==> config.mk <==
export PLATFORM = sky130hd
export DESIGN_NAME = psr_reset_ctrl
export DESIGN_NICKNAME = d
export VERILOG_FILES = /design/src/psr_pkg.sv /design/src/psr_gated_reg.sv /design/src/psr_reset_ctrl.sv
export VERILOG_INCLUDE_DIRS = /design/src
export SDC_FILE = /design/constraint.sdc
export NUM_CORES = 1
export LEC_CHECK = 0
export ABC_AREA = 1
export CAP_MARGIN = 20
export CORE_MARGIN = 5
export CORE_UTILIZATION = 57
export CTS_BUF_LIST = sky130_fd_sc_hd__clkbuf_4 sky130_fd_sc_hd__clkbuf_8
export CTS_CLUSTER_SIZE = 28
export DETAILED_ROUTE_END_ITERATION = 8
export DONT_BUFFER_PORTS = 1
export PLACE_DENSITY = 0.71
export SLEW_MARGIN = 0
export SYNTH_ARGS = -nofsm -noshare
export SYNTH_HDL_FRONTEND = slang
export SYNTH_HIERARCHICAL = 1
export SYNTH_SLANG_ARGS = --single-unit
==> constraint.sdc <==
create_clock -name REF_CLK_I -period 1.95 [get_ports REF_CLK_I]
set_input_delay 0.195 -clock REF_CLK_I [delete_from_list [all_inputs] [get_ports REF_CLK_I]]
set_output_delay 0.195 -clock REF_CLK_I [all_outputs]
set_load 0.02 [all_outputs]
==> src/psr_map.svh <==
`ifndef PSR_MAP_SVH
`define PSR_MAP_SVH

// ----------------------------------------------------------------
// Register offsets
// ----------------------------------------------------------------
`define PSR_SYSCTL_BASE 32'h400fe000
`define PSR_OFS_CTRL_0 12'h040
`define PSR_OFS_CTRL_1 12'h044
`define PSR_OFS_STATUS 12'h050
`define PSR_OFS_CAP_A 12'h054
`define PSR_OFS_CAP_B 12'h058

// ----------------------------------------------------------------
// Reset values and writable masks
// ----------------------------------------------------------------
`define PSR_CTRL_0_RESET 32'h00000000
`define PSR_CTRL_1_RESET 32'h00000000
`define PSR_CTRL_0_MASK 32'h00010048
`define PSR_CTRL_1_MASK 32'h01071013

// ----------------------------------------------------------------
// Field positions, first register
// ----------------------------------------------------------------
`define PSR_BIT_CONVERTER 16
`define PSR_BIT_HIBERNATE 6
`define PSR_BIT_WATCHDOG 3

// ----------------------------------------------------------------
// Field positions, second register
// ----------------------------------------------------------------
`define PSR_BIT_COMPARATOR 24
`define PSR_BIT_COUNTER_C 18
`define PSR_BIT_COUNTER_B 17
`define PSR_BIT_COUNTER_A 16
`define PSR_BIT_TWO_WIRE 12
`define PSR_BIT_SYNC_SERIAL 4
`define PSR_BIT_ASYNC_B 1
`define PSR_BIT_ASYNC_A 0

// ----------------------------------------------------------------
// Status register fields
// ----------------------------------------------------------------
`define PSR_BIT_WR_BLOCKED 0
`define PSR_BIT_ANY_RESET 1

`endif

==> src/psr_pkg.sv <==
package psr_pkg;

   // ----------------------------------------------------------------
   // Bus types
   // ----------------------------------------------------------------
   typedef logic [11:0] psr_addr_t;
   typedef logic [31:0] psr_data_t;
   typedef logic [3:0] psr_strb_t;

   // Register selected by the current address
   typedef enum logic [2:0] {
      PSR_SEL_NONE,
      PSR_SEL_CTRL_0,
      PSR_SEL_CTRL_1,
      PSR_SEL_STATUS,
      PSR_SEL_CAP_A,
      PSR_SEL_CAP_B
   } psr_sel_t;

endpackage : psr_pkg

==> src/psr_gated_reg.sv <==
`timescale 1ns/1ps
`include "psr_map.svh"

module psr_gated_reg #(
   parameter int WIDTH = 32,
   parameter logic [WIDTH-1:0] DEFINED_MASK = '0,
   parameter logic [WIDTH-1:0] RESET_VALUE = '0
) (
   // Clock and reset
   input wire logic clk_i,
   input wire logic rst_n_i,
   // Write request
   input wire logic wr_en_i,
   input wire logic [WIDTH-1:0] wr_data_i,
   input wire logic [WIDTH-1:0] lane_mask_i,
   // Units present in this device
   input wire logic [WIDTH-1:0] cap_i,
   // Register state
   output logic [WIDTH-1:0] q_o,
   output logic blocked_o
);

   // ----------------------------------------------------------------
   // Write gating
   // ----------------------------------------------------------------
   logic [WIDTH-1:0] wr_mask;
   logic [WIDTH-1:0] next_q;

   // Only defined, present bits in enabled byte lanes may change
   assign wr_mask = DEFINED_MASK & cap_i & lane_mask_i;
   assign next_q = (q_o & ~wr_mask) | (wr_data_i & wr_mask);

   // Bits stay set until software clears them
   always_ff @(posedge clk_i or negedge rst_n_i) begin
      if (!rst_n_i) begin
         q_o <= RESET_VALUE;
      end else if (wr_en_i) begin
         q_o <= next_q;
      end
   end

   // Flag a write that tried to set a bit of an absent unit
   always_ff @(posedge clk_i or negedge rst_n_i) begin
      if (!rst_n_i) begin
         blocked_o <= 1'b0;
      end else begin
         blocked_o <= wr_en_i &
            (|(wr_data_i & lane_mask_i & DEFINED_MASK & ~cap_i));
      end
   end

endmodule : psr_gated_reg

==> src/psr_reset_ctrl.sv <==
// Added by the designer: the APB slave port.
`timescale 1ns/1ps
`include "psr_map.svh"

module psr_reset_ctrl (
   // Clock and reset
   input wire logic REF_CLK_I,
   input wire logic RESET_N_I,
   // APB slave
   input wire logic PSEL_I,
   input wire logic PENABLE_I,
   input wire logic PWRITE_I,
   input wire psr_pkg::psr_addr_t PADDR_I,
   input wire psr_pkg::psr_data_t PWDATA_I,
   input wire psr_pkg::psr_strb_t PSTRB_I,
   output psr_pkg::psr_data_t PRDATA_O,
   output logic PREADY_O,
   output logic PSLVERR_O,
   // Units present, from the capability registers
   input wire psr_pkg::psr_data_t CAPABILITY_MASK_A_I,
   input wire psr_pkg::psr_data_t CAPABILITY_MASK_B_I,
   // Resets from the first register, active high
   output logic CONVERTER_UNIT_RESET_O,
   output logic HIBERNATE_UNIT_RESET_O,
   output logic WATCHDOG_UNIT_RESET_O,
   // Resets from the second register, active high
   output logic COMPARATOR_UNIT_RESET_O,
   output logic GP_COUNTER_C_RESET_O,
   output logic GP_COUNTER_B_RESET_O,
   output logic GP_COUNTER_A_RESET_O,
   output logic TWO_WIRE_UNIT_RESET_O,
   output logic SYNC_SERIAL_UNIT_RESET_O,
   output logic ASYNC_SERIAL_B_RESET_O,
   output logic ASYNC_SERIAL_A_RESET_O
);

   import psr_pkg::*;

   // ----------------------------------------------------------------
   // Helpers
   // ----------------------------------------------------------------

   // Address decode, shared by read and write paths
   function automatic psr_sel_t decode_addr(input psr_addr_t addr);
      psr_sel_t sel;
      sel = PSR_SEL_NONE;
      unique case (addr)
         `PSR_OFS_CTRL_0: sel = PSR_SEL_CTRL_0;
         `PSR_OFS_CTRL_1: sel = PSR_SEL_CTRL_1;
         `PSR_OFS_STATUS: sel = PSR_SEL_STATUS;
         `PSR_OFS_CAP_A: sel = PSR_SEL_CAP_A;
         `PSR_OFS_CAP_B: sel = PSR_SEL_CAP_B;
         default: sel = PSR_SEL_NONE;
      endcase
      return sel;
   endfunction : decode_addr

   // Byte strobes widened to a bit mask
   function automatic psr_data_t lane_mask(input psr_strb_t strb);
      psr_data_t m;
      m = '0;
      for (int i = 0; i < 4; i++) begin
         m[i*8 +: 8] = {8{strb[i]}};
      end
      return m;
   endfunction : lane_mask

   // ----------------------------------------------------------------
   // Bus phase decode
   // ----------------------------------------------------------------
   psr_sel_t sel;
   logic setup_phase;
   logic access_done;
   logic wr_done;
   psr_data_t wr_lanes;

   assign sel = decode_addr(PADDR_I);
   assign setup_phase = PSEL_I & ~PENABLE_I;
   // Transfer completes on the access edge that sees pready high
   assign access_done = PSEL_I & PENABLE_I & PREADY_O;
   assign wr_done = access_done & PWRITE_I;
   assign wr_lanes = lane_mask(PSTRB_I);

   // ----------------------------------------------------------------
   // Reset control registers
   // ----------------------------------------------------------------
   psr_data_t ctrl_0;
   psr_data_t ctrl_1;
   logic blocked_0;
   logic blocked_1;
   logic wr_ctrl_0;
   logic wr_ctrl_1;

   assign wr_ctrl_0 = wr_done & (sel == PSR_SEL_CTRL_0);
   assign wr_ctrl_1 = wr_done & (sel == PSR_SEL_CTRL_1);

   // First register, gated by capability mask A
   psr_gated_reg #(
      .WIDTH(32),
      .DEFINED_MASK(`PSR_CTRL_0_MASK),
      .RESET_VALUE(`PSR_CTRL_0_RESET)
   ) u_ctrl_0 (
      .clk_i(REF_CLK_I),
      .rst_n_i(RESET_N_I),
      .wr_en_i(wr_ctrl_0),
      .wr_data_i(PWDATA_I),
      .lane_mask_i(wr_lanes),
      .cap_i(CAPABILITY_MASK_A_I),
      .q_o(ctrl_0),
      .blocked_o(blocked_0)
   );

   // Second register, gated by capability mask B
   psr_gated_reg #(
      .WIDTH(32),
      .DEFINED_MASK(`PSR_CTRL_1_MASK),
      .RESET_VALUE(`PSR_CTRL_1_RESET)
   ) u_ctrl_1 (
      .clk_i(REF_CLK_I),
      .rst_n_i(RESET_N_I),
      .wr_en_i(wr_ctrl_1),
      .wr_data_i(PWDATA_I),
      .lane_mask_i(wr_lanes),
      .cap_i(CAPABILITY_MASK_B_I),
      .q_o(ctrl_1),
      .blocked_o(blocked_1)
   );

   // ----------------------------------------------------------------
   // Peripheral reset outputs
   // ----------------------------------------------------------------

   // Straight from the register flops, so no added latency
   assign CONVERTER_UNIT_RESET_O = ctrl_0[`PSR_BIT_CONVERTER];
   assign HIBERNATE_UNIT_RESET_O = ctrl_0[`PSR_BIT_HIBERNATE];
   assign WATCHDOG_UNIT_RESET_O = ctrl_0[`PSR_BIT_WATCHDOG];

   // Second register group
   assign COMPARATOR_UNIT_RESET_O = ctrl_1[`PSR_BIT_COMPARATOR];
   assign GP_COUNTER_C_RESET_O = ctrl_1[`PSR_BIT_COUNTER_C];
   assign GP_COUNTER_B_RESET_O = ctrl_1[`PSR_BIT_COUNTER_B];
   assign GP_COUNTER_A_RESET_O = ctrl_1[`PSR_BIT_COUNTER_A];
   assign TWO_WIRE_UNIT_RESET_O = ctrl_1[`PSR_BIT_TWO_WIRE];
   assign SYNC_SERIAL_UNIT_RESET_O = ctrl_1[`PSR_BIT_SYNC_SERIAL];
   assign ASYNC_SERIAL_B_RESET_O = ctrl_1[`PSR_BIT_ASYNC_B];
   assign ASYNC_SERIAL_A_RESET_O = ctrl_1[`PSR_BIT_ASYNC_A];

   // ----------------------------------------------------------------
   // Status register
   // ----------------------------------------------------------------
   logic wr_blocked;
   logic any_reset;
   logic clr_blocked;

   // Write one to clear; a new event in the same cycle wins
   assign clr_blocked = wr_done & (sel == PSR_SEL_STATUS) &
      PSTRB_I[0] & PWDATA_I[`PSR_BIT_WR_BLOCKED];

   // Sticky record of a write refused for an absent unit
   always_ff @(posedge REF_CLK_I or negedge RESET_N_I) begin
      if (!RESET_N_I) begin
         wr_blocked <= 1'b0;
      end else if (blocked_0 | blocked_1) begin
         wr_blocked <= 1'b1;
      end else if (clr_blocked) begin
         wr_blocked <= 1'b0;
      end
   end

   // Live summary: some peripheral is held in reset now
   assign any_reset = (|ctrl_0) | (|ctrl_1);

   // ----------------------------------------------------------------
   // Read data
   // ----------------------------------------------------------------
   psr_data_t rd_value;
   logic rd_error;

   // Reserved bits come out as zero, the register holds none
   always_comb begin
      rd_value = '0;
      rd_error = 1'b0;
      unique case (sel)
         PSR_SEL_CTRL_0: rd_value = ctrl_0 & `PSR_CTRL_0_MASK;
         PSR_SEL_CTRL_1: rd_value = ctrl_1 & `PSR_CTRL_1_MASK;
         PSR_SEL_STATUS: begin
            rd_value[`PSR_BIT_WR_BLOCKED] = wr_blocked;
            rd_value[`PSR_BIT_ANY_RESET] = any_reset;
         end
         PSR_SEL_CAP_A: rd_value = CAPABILITY_MASK_A_I;
         PSR_SEL_CAP_B: rd_value = CAPABILITY_MASK_B_I;
         PSR_SEL_NONE: rd_error = 1'b1;
      endcase
   end

   // ----------------------------------------------------------------
   // APB answer
   // ----------------------------------------------------------------

   // One wait-free access phase: ready follows every setup cycle
   always_ff @(posedge REF_CLK_I or negedge RESET_N_I) begin
      if (!RESET_N_I) begin
         PREADY_O <= 1'b0;
      end else begin
         PREADY_O <= setup_phase;
      end
   end

   // Data and error captured in setup, held through access
   always_ff @(posedge REF_CLK_I or negedge RESET_N_I) begin
      if (!RESET_N_I) begin
         PRDATA_O <= '0;
         PSLVERR_O <= 1'b0;
      end else if (setup_phase) begin
         PRDATA_O <= PWRITE_I ? '0 : rd_value;
         PSLVERR_O <= rd_error;
      end else if (access_done) begin
         PRDATA_O <= '0;
         PSLVERR_O <= 1'b0;
      end
   end

endmodule : psr_reset_ctrl

Word level (Yosys, flattened, before mapping). Cells that the tools add are included.

Bits of input ports: 117. Output and inout bits: 45. Flip-flop bits (word level): 101.

Muxes and demuxes: 11. Eq/ne operators: 10. Bitwise logic cells: 29. Reduce and logical (&&, ||, !) cells: 7.

Operator list (number): bitwise AND 32 bit (4); inverter 32 bit (4); OR reduction 32 bit (4); one-hot mux 30 bit (4 select lines) (1); 2-to-1 mux 32 bit (3); bitwise AND 17 x 32 -> 32 bit (2); bitwise AND 25 x 32 -> 32 bit (2); OR 32 bit (2); equality test 12 x 7 -> 1 bit (second input constant) (5); bitwise AND 25 bit (1); one-hot mux 3 bit (5 select lines) (1); bitwise AND 1 bit (11); one-hot mux 2 bit (4 select lines) (1); equality test 3 x 2 -> 1 bit (second input constant) (2); equality test 3 bit (second input constant) (2); 2-to-1 mux 1 bit (5); nonzero test 2 bit (2); equality test 3 x 1 -> 1 bit (second input constant) (1); logical NOT 3 bit (1); OR 1 bit (2); inverter 1 bit (1).

Longest topological paths before layout.
Depth in word-level cells: 8. Depth in mapped cells: 11.

Modules after synthesis. The synthesis kept the hierarchy.

Modules (own cells, without submodules): psr_reset_ctrl (cells each 367, instances 1, sequential area each 875.8 µm², area an instance 2283.4 µm²); psr_gated_reg at u_ctrl_1 (cells each 73, instances 1, sequential area each 225.2 µm², area an instance 689.4 µm²); psr_gated_reg at u_ctrl_0 (cells each 55, instances 1, sequential area each 100.1 µm², area an instance 412.9 µm²).

Least setup slack after synthesis. OpenSTA, ideal clock, no wires.

Kind: input to register. Start point: in PADDR_I[11]. End point: reg (tool-made name). Buffers on the path: 1. Setup slack: 0.413 ns. Data arrival time: 1.412 ns. Library setup time: 0.125 ns. Stages: 8. Path through: nor2_2 -> nand3_4 -> nor2_2 -> nand2_1 -> nor2_1 -> buf_6 -> nand3_1 -> mux2_4.

RTL lines: from (decl) (line psr_reset_ctrl.sv:13) `input wire psr_pkg::psr_addr_t PADDR_I,`.

==> results list <==
* Number of levels in the clock H-tree: 2
- Outcome: finished clean
- Die X: 87.1 um
- The finished cells cover between 3000 and 4000 um^2.
* Cell type with the highest aggregate area in the netlist: sky130_fd_sc_hd__dfrtp_1
- Before CTS, the worst setup slack after placement is around 0.27 ns.
* Multiplexer share of the synthesized area: around 3.5%
- Layout-stage area growth over the synthesis result: 3.44%
- The first global-routing pass estimated roughly 13 mm of wire.
- Total of endpoints with negative setup slack in the final report: 0
- Router iterations before antenna repair: 4
- Global-route congestion overflow total: 0
- The synthesized netlist devotes 1.18% of its cell area to compound gates.
- Detailed placement ended at an HPWL of about 6.6 mm.
- Total wire length: about 8.6 mm
- In this run the tool buffered the top-level ports with 0 buffer cells.
- For this block, the initial DRC count from the detailed router was 160.
- Std-Cell Core Area: 5850 um^2
- The path class of the tightest hold or removal check is input pin to register.
- GRT Total Usage: between 20% and 30%
- Across the routed clock network, the largest skew measured is around 0.013 ns.
- In this run the count of I/O pins placed on the die edge is ~160.
* Top achievable clock speed: between 0.5 and 0.6 GHz
- The synthesized netlist devotes 0% of its cell area to XOR and XNOR gates.
* Clock latency on the worst-skew pair: between 0.3 and 0.4 ns
- The final critical path takes up slightly below 90% of the cycle.
- Actual transition at the worst max-transition pin: 0.633 ns
* Starting Density: about 58%
- Post-synthesis instance area: 3390 um^2
- After synthesis, the largest area contributor takes up 35.5% of total cell area.
- Number of sinks handled by clock tree synthesis: 48
* Share of the yosys chip area belonging to registers: a little over a third
- CTS max path bufs: 2
- Total negative slack: 0 ns
- TritonCTS clock tree: yes
- In this run, synthesis produced a sequential element count of 48.
- In the routed design, unresolved DRC markers number 0.
- Hold is met by ~0.022 ns.
* Worst path max stage delay: about 0.36 ns
* Relative slew slack: 57.5%
- Measured along the y axis, the die boundary spans around 87 um.
- 0 antenna diodes ended up in the layout.
* Final max-slew violation count: 0
- Number of antenna violations at the first check in global routing: 0
- Fraction of layout cells with a size suffix above 1: roughly 8%
- In this run, post-CTS repair resized a total of 0 instances.
- Critical path endpoint category: register
- The worst path needs ~1.7 ns of the cycle, external delays included.
- Total of warnings raised by yosys: 6
* Number of placement rows: 28
- In this run the worst path has a maximum fanout of 7.
- The setup check on the worst reg-to-reg path leaves a slack of 0.25 ns.
- The die covers between 7000 and 8000 um^2.
- Post-DR wirelength/cell: approximately 15 um
- Arrival time at the worst endpoint: 1.89 ns
- Pin count of the biggest net entering global routing: 49
- The critical path is of the register to register type.
* Cell with the largest stage delay on the worst path: sky130_fd_sc_hd__dfrtp_1
- After the last flow step, the layout net total stands at just over 600.
- Setup repair after global routing left no endpoint under its margin.
- VDD IR-drop max: about 0.33 mV
- Post-synthesis area per instance: around 6.8 um^2
- Final Hold Vio Count: 0
- Maximum capacitance violations: 0
- At the end of routability-driven placement, the weighted congestion stood at 0.791.
* Clock transition at path regs: 0.10 ns
- Clock tree synthesis inserted a total of 5 buffers.
- Total power: a little over 2 mW
* Vias in the first global route: about 2800
* Adder and majority gate portion of the synthesized area: 0%
- After synthesis, the largest family of logic cells by area is simple AND/OR/NAND/NOR gates.
* Nature of the critical path startpoint: register
- Cells after synthesis: roughly 500
- Fin worst setup slack: between 0.2 and 0.25 ns
* Cell-by-cell trace of the critical path: nand2_1, nor3_1, inv_1, nor2_1, buf_4, nand3_1, mux2_4
* Number of nets still failing antenna checks after routing: 0
- The layout has 558 filler cells.
- Summing all placed instances gives a cell area of about 3300 um^2.
* Area share of and/or/nand/nor cells after synthesis: between 40% and 50%
- In this run the static leakage power is about 2.0 nW.
- Ratio of total power to cell area: between 500 and 600 nW/um^2
- Synthesis instantiated 27 different standard cells from the library.
- Total via count after detailed routing: between 2000 and 3000
* Worst Path Required: between 2 and 2.5 ns
- By area the synthesized netlist is led by sky130_fd_sc_hd__dfrtp_1 35%, sky130_fd_sc_hd__nand2_1 21%, sky130_fd_sc_hd__buf_4 12%.
- Number of vias per cell: approximately 5
* CTS Root Buffer Type: sky130_fd_sc_hd__clkbuf_8
## cells by family (layout without fill, tap and decap cells)
group                  after synthesis  after routing
AO/OA/AOI/OAI                        7              7
buffers and inverters              102             58
flip-flops                          48             48
multiplexers                         8              8
other                                2             53
AND/OR/NAND/NOR                    328            328
## what timing repair did
| item | CTS | global route |
|---|---|---|
| setup endpoints to repair | 0 | 0 |
| hold endpoints to repair | 50 | 0 |
| hold buffers | 4 | 0 |
| setup buffers | 0 | 0 |
## layout by cell type (no fill, tap or decap), types with 3 or more instances in the layout
| master | count |
|---|---|
| sky130_fd_sc_hd__nand2_1 | 190 |
| sky130_fd_sc_hd__nand3_1 | 69 |
| sky130_fd_sc_hd__conb_1 | 53 |
| sky130_fd_sc_hd__dfrtp_1 | 48 |
| sky130_fd_sc_hd__nor2_1 | 48 |
| sky130_fd_sc_hd__inv_1 | 32 |
| sky130_fd_sc_hd__buf_4 | 11 |
| sky130_fd_sc_hd__mux2_4 | 8 |
| sky130_fd_sc_hd__clkbuf_8 | 5 |
| sky130_fd_sc_hd__nor3_1 | 4 |
| sky130_fd_sc_hd__nand4_1 | 4 |
| sky130_fd_sc_hd__nor2_2 | 3 |
| sky130_fd_sc_hd__nand3_2 | 3 |
| sky130_fd_sc_hd__dlygate4sd3_1 | 3 |
| sky130_fd_sc_hd__o21ai_1 | 3 |
## worst paths after layout
path	startpoint	endpoint	cells past startpoint
max	PREADY_O	register	7
min in group asynchronous	RESET_N_I	PRDATA_O[11]	2
min reg2reg	u_ctrl_1/blocked_o	wr_blocked	2
max reg2reg	PREADY_O	register	7
max in group asynchronous	RESET_N_I	asynchronous set/reset pin	2
min	PWDATA_I[24]	register	1
## power breakdown
part | leakage (nW) | internal (mW) | switching, mW
clock | 0.0687 | 0.517 | 0.370
combinational | 1.30 | 0.0506 | 0.110
sequential | 0.662 | 0.998 | 0.00651
total | 2.03 | 1.57 | 0.487
## Yosys cell counts (all sizes together)
library cell / n
nand2: 190
inv: 33
clkbuf: 5
mux2: 8
or2: 1
nor2: 51
nor4: 1
nand4: 5
a21oi: 1
buf: 64
nor3: 5
o21ai: 4
o211ai: 2
nand3: 73
dfrtp: 48
nand3b: 2
conb: 2
## worst max-delay path: cells and delay by family (launching register included)
family	cells	cell delay, ns
AND/OR/NAND/NOR	4	0.64
flip-flops	1	0.36
multiplexers	1	0.31
buffers and inverters	2	0.29
## routing by layer
layer	share of wire, %	track usage, %
met1	41	29.3
met2	47	36.6
met3	12	6.53
met4	0.99	5.67
met5	0	0
## through the flow
stage | util [%] | instances
3_3_place_gp | 56.5 | 565
6_report | 59.9 | 577
2_1_floorplan | - | 546
3_5_place_dp | 56.5 | 565
4_1_cts | 59.9 | 577
5_1_grt | 59.9 | 577
## area by class of cell
cell class	count	area (um^2)	share of cell area (%)
clock inverter	3	68.8	1.96
sequential	48	1200	34.3
timing repair buffer	17	180	5.14
multi-input combinational	396	1770	50.4
tap	75	93.8	2.68
inverter	33	124	3.54
clock buffer	5	68.8	1.96
(Power assumes the default switching activity.)
